==> config.mk <==
export PLATFORM = sky130hd
export DESIGN_NAME = lacr_top
export DESIGN_NICKNAME = d
export VERILOG_FILES = /design/src/verilog/lacr_top.v
export VERILOG_INCLUDE_DIRS = /design/src /design/src/verilog
export SDC_FILE = /design/constraint.sdc
export NUM_CORES = 1
export LEC_CHECK = 0
export BUFFER_PORTS_ARGS = -buffer_cell sky130_fd_sc_hd__buf_2
export CORE_MARGIN = 2
export CORE_UTILIZATION = 56
export CTS_CLUSTER_SIZE = 8
export DETAILED_ROUTE_END_ITERATION = 8
export PLACE_DENSITY = 0.78
export SKIP_CTS_REPAIR_TIMING = 1
export SYNTH_ARGS = -nofsm -noshare
export SYNTH_HDL_FRONTEND = slang
export SYNTH_SLANG_ARGS = --single-unit
==> constraint.sdc <==
create_clock -name clk -period 3 [get_ports clk]
set_input_delay 0.6 -clock clk [delete_from_list [all_inputs] [get_ports clk]]
set_output_delay 0.6 -clock clk [all_outputs]
set_load 0.005 [all_outputs]
==> src/verilog/lacr_map.vh <==
// lacr_map.vh - address map, field masks and reset values of the legacy
// ATA compatibility register bank.
// assumes: included by lacr_top.v only; APB byte addresses, 32-bit data.
`ifndef LACR_MAP_VH
`define LACR_MAP_VH

// paddr[11:10] selects the function space, paddr[9:2] the register index
`define LACR_FN_MSB     11
`define LACR_FN_LSB     10
`define LACR_IDX_MSB    9
`define LACR_IDX_LSB    2
`define LACR_FN_PRI     2'h0
`define LACR_FN_SEC     2'h1
`define LACR_FN_HP      2'h2

// register indices (byte address = 4 * index)
`define LACR_IDX_CT     8'h40
`define LACR_IDX_SDT    8'h44
`define LACR_IDX_SDC    8'h48
`define LACR_IDX_SDTIM  8'h4A
`define LACR_IDX_IOCFG  8'h54
`define LACR_IDX_HPCTL  8'h00
`define LACR_IDX_HPSTS  8'h01
`define LACR_IDX_HPMSK  8'h02

// writable bits per register; all other bits are reserved
`define LACR_CT_MASK        16'hF3FF
`define LACR_CT_DEC_BIT     15
`define LACR_SDT_MASK       8'hFF
`define LACR_SDC_MASK       8'h0F
`define LACR_SDTIM_PRI_MASK 16'h3333
`define LACR_SDTIM_SEC_MASK 16'h0303
`define LACR_IOCFG_PRI_MASK 32'h00FFF0FF
`define LACR_IOCFG_SEC_MASK 32'h00FF50F5
`define LACR_HPCTL_MASK     8'h33
`define LACR_HPCTL_MPS_LSB  4
`define LACR_EV_MASK        4'hF
`define LACR_PRES_LSB       4

// reset values
`define LACR_RST_CT     16'h0000
`define LACR_RST_8      8'h00
`define LACR_RST_16     16'h0000
`define LACR_RST_32     32'h00000000

// legacy I/O ranges
`define LACR_CMD_PRI    16'h01F0
`define LACR_CTL_PRI    16'h03F6
`define LACR_CMD_SEC    16'h0170
`define LACR_CTL_SEC    16'h0376
`define LACR_CMD_LSB    3
`define LACR_CTL_LSB    2
`define LACR_CTL_BYTE   2'h2

`endif

==> src/verilog/lacr_top.v <==
// lacr_top.v - legacy ATA compatibility registers of a SATA controller:
// APB register bank for both controller functions, per-channel I/O
// decode gating, hot-plug notification and link low-power permission.
// assumes: all inputs except nrst synchronous to clk; native BAR values come from
// the function's own config space; APB4 master with byte strobes.
//
// Register access over APB was decided locally.
`timescale 1ns/1ns
`default_nettype none
`include "lacr_map.vh"

module lacr_top (
    input  wire        clk,            // 125 MHz core clock
    input  wire        nrst,           // async reset, active low
    input  wire        ce,             // clock enable, freezes state
    input  wire        psel,           // APB select
    input  wire        penable,        // APB access phase
    input  wire        pwrite,         // APB direction, 1 = write
    input  wire [11:0] paddr,          // APB byte address
    input  wire [31:0] pwdata,         // APB write data
    input  wire [3:0]  pstrb,          // APB byte strobes
    output reg  [31:0] prdata,         // APB read data
    output wire        pready,         // APB ready
    output wire        pslverr,        // APB error, unmapped address
    input  wire        io_valid,       // I/O cycle present
    input  wire [15:0] io_addr,        // I/O cycle address
    input  wire [1:0]  native_mode,    // per channel native mode
    input  wire [31:0] native_cmd_base,// {sec,pri} command BARs
    input  wire [31:0] native_ctl_base,// {sec,pri} control BARs
    output reg  [1:0]  io_claim_cmd,   // per channel command claim
    output reg  [1:0]  io_claim_ctl,   // per channel control claim
    input  wire [1:0]  drive_present,  // per port presence
    output reg  [1:0]  lp_allow,       // per port PARTIAL/SLUMBER ok
    output wire        irq             // level interrupt
);

////////////////////////////////////////////////////////////////////////
// register storage

reg  [15:0] channel_timing_pri;
reg  [15:0] channel_timing_sec;
reg  [7:0]  slave_drive_timing_pri;
reg  [7:0]  sync_dma_control_pri;
reg  [7:0]  sync_dma_control_sec;
reg  [15:0] sync_dma_timing_pri;
reg  [15:0] sync_dma_timing_sec;
reg  [31:0] io_config_pri;
reg  [31:0] io_config_sec;
reg  [7:0]  hp_control;
reg  [3:0]  hp_status;
reg  [3:0]  hp_mask;
reg  [1:0]  pres_q;
reg         primed;

////////////////////////////////////////////////////////////////////////
// APB decode

wire [1:0]  fn  = paddr[`LACR_FN_MSB:`LACR_FN_LSB];
wire [7:0]  idx = paddr[`LACR_IDX_MSB:`LACR_IDX_LSB];
wire [31:0] wm  = {{8{pstrb[3]}}, {8{pstrb[2]}},
                   {8{pstrb[1]}}, {8{pstrb[0]}}};
wire        wr  = psel & penable & pwrite & ce;

wire sel_ct_p    = (fn == `LACR_FN_PRI) && (idx == `LACR_IDX_CT);
wire sel_ct_s    = (fn == `LACR_FN_SEC) && (idx == `LACR_IDX_CT);
wire sel_sdt_p   = (fn == `LACR_FN_PRI) && (idx == `LACR_IDX_SDT);
wire sel_sdc_p   = (fn == `LACR_FN_PRI) && (idx == `LACR_IDX_SDC);
wire sel_sdc_s   = (fn == `LACR_FN_SEC) && (idx == `LACR_IDX_SDC);
wire sel_sdtim_p = (fn == `LACR_FN_PRI) && (idx == `LACR_IDX_SDTIM);
wire sel_sdtim_s = (fn == `LACR_FN_SEC) && (idx == `LACR_IDX_SDTIM);
wire sel_iocfg_p = (fn == `LACR_FN_PRI) && (idx == `LACR_IDX_IOCFG);
wire sel_iocfg_s = (fn == `LACR_FN_SEC) && (idx == `LACR_IDX_IOCFG);
wire sel_hpctl   = (fn == `LACR_FN_HP)  && (idx == `LACR_IDX_HPCTL);
wire sel_hpsts   = (fn == `LACR_FN_HP)  && (idx == `LACR_IDX_HPSTS);
wire sel_hpmsk   = (fn == `LACR_FN_HP)  && (idx == `LACR_IDX_HPMSK);

wire hit = sel_ct_p | sel_ct_s | sel_sdt_p | sel_sdc_p | sel_sdc_s |
           sel_sdtim_p | sel_sdtim_s | sel_iocfg_p | sel_iocfg_s |
           sel_hpctl | sel_hpsts | sel_hpmsk;

// zero wait states: read data is captured during the setup cycle
assign pready  = ce;
assign pslverr = psel & penable & ~hit;

////////////////////////////////////////////////////////////////////////
// read mux; unlisted bits are never stored so they read as zero

reg [31:0] next_prdata;

always @* begin
    next_prdata = `LACR_RST_32;
    if (sel_ct_p)
        next_prdata = {16'h0000, channel_timing_pri};
    else if (sel_ct_s)
        next_prdata = {16'h0000, channel_timing_sec};
    else if (sel_sdt_p)
        next_prdata = {24'h000000, slave_drive_timing_pri};
    else if (sel_sdc_p)
        next_prdata = {24'h000000, sync_dma_control_pri};
    else if (sel_sdc_s)
        next_prdata = {24'h000000, sync_dma_control_sec};
    else if (sel_sdtim_p)
        next_prdata = {16'h0000, sync_dma_timing_pri};
    else if (sel_sdtim_s)
        next_prdata = {16'h0000, sync_dma_timing_sec};
    else if (sel_iocfg_p)
        next_prdata = io_config_pri;
    else if (sel_iocfg_s)
        next_prdata = io_config_sec;
    else if (sel_hpctl)
        next_prdata = {24'h000000, hp_control};
    else if (sel_hpsts)
        next_prdata = {26'h0000000, pres_q, hp_status};
    else if (sel_hpmsk)
        next_prdata = {28'h0000000, hp_mask};
end

always @(posedge clk or negedge nrst) begin
    if (!nrst) begin
        prdata <= `LACR_RST_32;
    end else if (ce && psel && !penable && !pwrite) begin
        prdata <= next_prdata;
    end
end

////////////////////////////////////////////////////////////////////////
// storage registers; each write keeps unstrobed and reserved bits

always @(posedge clk or negedge nrst) begin
    if (!nrst) begin
        channel_timing_pri     <= `LACR_RST_CT;
        channel_timing_sec     <= `LACR_RST_CT;
        slave_drive_timing_pri <= `LACR_RST_8;
        sync_dma_control_pri   <= `LACR_RST_8;
        sync_dma_control_sec   <= `LACR_RST_8;
        sync_dma_timing_pri    <= `LACR_RST_16;
        sync_dma_timing_sec    <= `LACR_RST_16;
        io_config_pri          <= `LACR_RST_32;
        io_config_sec          <= `LACR_RST_32;
        hp_control             <= `LACR_RST_8;
        hp_mask                <= 4'h0;
    end else if (wr) begin
        if (sel_ct_p)
            channel_timing_pri <= (channel_timing_pri & ~wm[15:0])
                | (pwdata[15:0] & wm[15:0] & `LACR_CT_MASK);
        if (sel_ct_s)
            channel_timing_sec <= (channel_timing_sec & ~wm[15:0])
                | (pwdata[15:0] & wm[15:0] & `LACR_CT_MASK);
        if (sel_sdt_p && pstrb[0])
            slave_drive_timing_pri <= pwdata[7:0] & `LACR_SDT_MASK;
        if (sel_sdc_p && pstrb[0])
            sync_dma_control_pri <= pwdata[7:0] & `LACR_SDC_MASK;
        if (sel_sdc_s && pstrb[0])
            sync_dma_control_sec <= pwdata[7:0] & `LACR_SDC_MASK;
        if (sel_sdtim_p)
            sync_dma_timing_pri <= (sync_dma_timing_pri & ~wm[15:0])
                | (pwdata[15:0] & wm[15:0] & `LACR_SDTIM_PRI_MASK);
        if (sel_sdtim_s)
            sync_dma_timing_sec <= (sync_dma_timing_sec & ~wm[15:0])
                | (pwdata[15:0] & wm[15:0] & `LACR_SDTIM_SEC_MASK);
        if (sel_iocfg_p)
            io_config_pri <= (io_config_pri & ~wm)
                | (pwdata & wm & `LACR_IOCFG_PRI_MASK);
        if (sel_iocfg_s)
            io_config_sec <= (io_config_sec & ~wm)
                | (pwdata & wm & `LACR_IOCFG_SEC_MASK);
        if (sel_hpctl && pstrb[0])
            hp_control <= pwdata[7:0] & `LACR_HPCTL_MASK;
        if (sel_hpmsk && pstrb[0])
            hp_mask <= pwdata[3:0] & `LACR_EV_MASK;
    end
end

////////////////////////////////////////////////////////////////////////
// per-channel I/O decode and per-port hot-plug

wire [1:0] dec_en = {channel_timing_sec[`LACR_CT_DEC_BIT],
                     channel_timing_pri[`LACR_CT_DEC_BIT]};
wire [1:0] hp_en  = hp_control[1:0];
wire [1:0] mps    = hp_control[`LACR_HPCTL_MPS_LSB+1:`LACR_HPCTL_MPS_LSB];
wire [1:0] ev_ins;
wire [1:0] ev_rem;
wire [1:0] next_claim_cmd;
wire [1:0] next_claim_ctl;
wire [1:0] next_lp_allow;

genvar ch;
generate
    for (ch = 0; ch < 2; ch = ch + 1) begin : g_ch
        wire [15:0] leg_cmd = (ch == 0) ? `LACR_CMD_PRI : `LACR_CMD_SEC;
        wire [15:0] leg_ctl = (ch == 0) ? `LACR_CTL_PRI : `LACR_CTL_SEC;
        wire [15:0] nat_cmd = native_cmd_base[16*ch+15:16*ch];
        wire [15:0] nat_ctl = native_ctl_base[16*ch+15:16*ch];
        wire leg_cmd_hit = io_addr[15:`LACR_CMD_LSB]
                           == leg_cmd[15:`LACR_CMD_LSB];
        wire leg_ctl_hit = io_addr == leg_ctl;
        wire nat_cmd_hit = io_addr[15:`LACR_CMD_LSB]
                           == nat_cmd[15:`LACR_CMD_LSB];
        wire nat_ctl_hit = (io_addr[15:`LACR_CTL_LSB]
                           == nat_ctl[15:`LACR_CTL_LSB])
                           && (io_addr[1:0] == `LACR_CTL_BYTE);
        // the one enable bit gates both address styles
        assign next_claim_cmd[ch] = io_valid & dec_en[ch]
            & (native_mode[ch] ? nat_cmd_hit : leg_cmd_hit);
        assign next_claim_ctl[ch] = io_valid & dec_en[ch]
            & (native_mode[ch] ? nat_ctl_hit : leg_ctl_hit);
        // edges are ignored until one sample is held after reset
        assign ev_ins[ch] = primed & hp_en[ch]
                            & drive_present[ch] & ~pres_q[ch];
        assign ev_rem[ch] = primed & hp_en[ch]
                            & ~drive_present[ch] & pres_q[ch];
        // without a switch the link must stay up to see a removal
        assign next_lp_allow[ch] = mps[ch] | ~hp_en[ch];
    end
endgenerate

always @(posedge clk or negedge nrst) begin
    if (!nrst) begin
        io_claim_cmd <= 2'h0;
        io_claim_ctl <= 2'h0;
        lp_allow     <= 2'h0;
        pres_q       <= 2'h0;
        primed       <= 1'b0;
    end else if (ce) begin
        io_claim_cmd <= next_claim_cmd;
        io_claim_ctl <= next_claim_ctl;
        lp_allow     <= next_lp_allow;
        pres_q       <= drive_present;
        primed       <= 1'b1;
    end
end

////////////////////////////////////////////////////////////////////////
// sticky event status, write one to clear; a new event beats the clear

wire [3:0] ev_vec  = {ev_rem, ev_ins};
wire [3:0] clr_vec = (wr && sel_hpsts && pstrb[0]) ?
                     pwdata[3:0] : 4'h0;

always @(posedge clk or negedge nrst) begin
    if (!nrst) begin
        hp_status <= 4'h0;
    end else if (ce) begin
        hp_status <= (hp_status & ~clr_vec) | ev_vec;
    end
end

assign irq = |(hp_status & hp_mask);

endmodule // lacr_top

`default_nettype wire

==> flow_summary.yaml <==
status:
  status: "completed"
setup_path:
  rr_worst_depth: 5
  end_kind: "output port"
  critPathTopFamily: "simple AND/OR/NAND/NOR gates"
  setup.worst_path.class: "in2out"
  crit_arrival_ns: 2.29
  startpoint_type: "input pin"
  reg2reg_from: "pres_q[1]$_DFFE_PN0P_"
  cp_common_cell: "buf_2"
  critPathBufInv: 2
  crit_chain: "buf_2 -> or3_1 -> and3_1 -> a221o_1 -> nor4_1 -> buf_2"
  worstPathRequired_ns: 2.40
  path_depth: 6
  critPathMaxFanout: 6
  critPathSlowestCell: "nor4_1"
  critPathMaxStageDelay_ns: 0.43
  rr_endpoint: "prdata[5]$_DFFE_PN0P_"
  r2r_slack_ns: 1.28
layout:
  nFillCells: 1315
  final_cell_mix: "197 x dfrtp_1, 156 x buf_2, 98 x mux2_2"
  area_growth_pct: 18.5
  ff_latch_area_um2: 4930
  design_area_um2: 11600
  final_common_cell: "dfrtp_1"
  fin_nets: 1220
  multi_input_area_um2: 4550
  drive_above_1_share: 0.320
  num_antenna_cells: 0
global_routing:
  grt_pass1_vias: 7622
  antenna_found_initial: 0
  grt-ovfl-total: 0
  grt_max_degree: 73
  grt_pass1_wl_mm: 40.1
  grt_usage: 0.279
placed_design:
  hpwl_mm: 17.8
  place_congestion: 0.912
  port_buffers: 157
  place_area_um2: 11000
die:
  ios: 180
  die_h_um: 137
  core_area_um2: 17200
  die_w_um: 137
  dieArea_um2: 18600
  start_util: 0.570
  rows: 48
sta:
  slew_viol_final: 0
  timing_hold_violations_final: 0
  tightest_slew_ns: 0.850
  fmax_ghz: 0.347
  finalSetupViolations: 0
  period_share: 0.962
  hold_ws_ns: 0.175
  slew_headroom: 0.426
  finalClockSkew_ns: 0.00706
  rsz0062_at_grt: "no"
  fin_tns_setup_ns: 0
  finalCriticalPeriod_ns: 2.89
synth:
  yosys_most_used_dff: "dfrtp_1"
  netlist_area_um2: 9830
  synth_edf_count: 0
  ys_seq_area_frac: 0.501
  synth_top_area_frac: 0.501
  synth_nets: 1065
  synth_top_area_cell: "dfrtp_1"
  ys_warn_count: 0
  synth-async-reset-ratio: 1.00
  synth.avg_cell_area_um2: 10.6
  synth-seq-cells: 197
  synth_area_leaders: "dfrtp_1 50%, mux2_2 11%, nor2b_1 3.2%"
  synth.distinct_cells: 68
  syn_inst: 926
route:
  wire_per_inst_um: 19.0
  drc: 0
  ant_nets: 0
  via_count: 7908
  firstDrtPassIters: 5
  drtIter0Drc: 525
  vias_per_cell: 6.00
  finalWirelength_mm: 25.0
clock_tree:
  root_buffer: "clkbuf_16"
  cts-buffers-inserted: 17
  worst_skew_pair.late_latency_ns: 0.43
  cts_tree: "done"
  clock-sinks: 197
  clockBufferDepth: 2
  path_clk_slew_ns: 0.07
  htreeDepth: 4
power_and_ir_drop:
  pwr-share-seq: 0.486
  pwr-share-clk: 0.412
  p_int_mw: 4.23
  combPwrFrac: 0.102
  p_total_mw: 5.69
  p_sw_mw: 1.46
  p_per_area_nw_per_um2: 488
  irDropWorstVdd_v: 0.000418
  switching_share: 0.256
  p_leak_nw: 5.63
run:
  max_cap_viol_count: 0
min_path:
  hp-class: "in2async"
==> cell usage after synthesis, types with 7 or more instances <==
library cell / n
a21oi_1: 53
a221oi_1: 22
a22oi_1: 11
a32oi_1: 7
and2_1: 15
and3_1: 13
clkbuf_1: 49
dfrtp_1: 197
inv_1: 26
mux2_2: 98
mux2i_1: 12
nand2_1: 51
nand2b_1: 15
nand3_1: 12
nand4_1: 12
nor2_1: 58
nor2b_1: 50
nor3_1: 8
nor4_1: 15
o21ai_0: 39
o22ai_1: 8
o2bb2ai_1: 10
o31ai_1: 9
or3_1: 10
xnor2_1: 16
xor2_1: 20
==> power by group through the flow <==
stage                     clock network (mW)  registers (mW)  logic [mW]
after floorplan                            0            2.82       0.260
after detailed placement                   0            2.82       0.583
after global routing                    2.48            2.77       0.650
final                                   2.34            2.76       0.581
after global placement                     0            2.81       0.571
after CTS                               2.37            2.77       0.585
==> stage by stage <==
stage	setup WS, ns	instances	util
floorplan	0.332	926	-
global placement	0.117	1287	0.640
detailed placement	0.103	1287	0.640
CTS	0.140	1319	0.676
global route	0.112	1319	0.676
finish	0.114	1319	0.676
==> cell type report <==
class,instances,share of cell area
Sequential cell,197,0.423
Multi-Input combinational cell,638,0.391
Timing Repair Buffer,201,0.0998
Clock buffer,20,0.0401
Tap cell,225,0.0242
Clock inverter,12,0.0134
Inverter,26,0.00838
==> logic make-up (layout without fill, tap and decap cells) <==
kind of cell	after synthesis	after routing	synth area share
muxes	110	110	0.124
DFF	197	197	0.501
buffers and inverters	91	259	0.0382
AOI/OAI and AO/OA	198	198	0.136
and+or+nand+nor	294	294	0.167
xor gates and xnor gates	36	36	0.0321
==> worst max path at each step <==
stage,startpoint,slack (ns),endpoint
3_5_place_dp,paddr[11],0.10,flop
5_1_grt,paddr[10],0.11,pslverr
4_1_cts,paddr[10],0.14,pslverr
2_1_floorplan,paddr[11],0.33,flop
6_report,paddr[10],0.11,pslverr
3_3_place_gp,paddr[11],0.12,flop
==> routing by layer <==
metal,track usage,vias to the layer above,share of wire
met4,0.0903,0,0.021
met5,0,-,0
met1,0.397,3931,0.44
li1,-,3660,-
met2,0.442,274,0.48
met3,0.0441,43,0.055
==> worst register-to-register path, stage by stage, from the launching register on <==
cell and delay (ns):
dfrtp_1 0.38, inv_1 0.11, nor4_1 0.07, o311ai_0 0.71
and3_1 0.25, o31ai_1 0.07
Power figures use the tool's default switching activity.
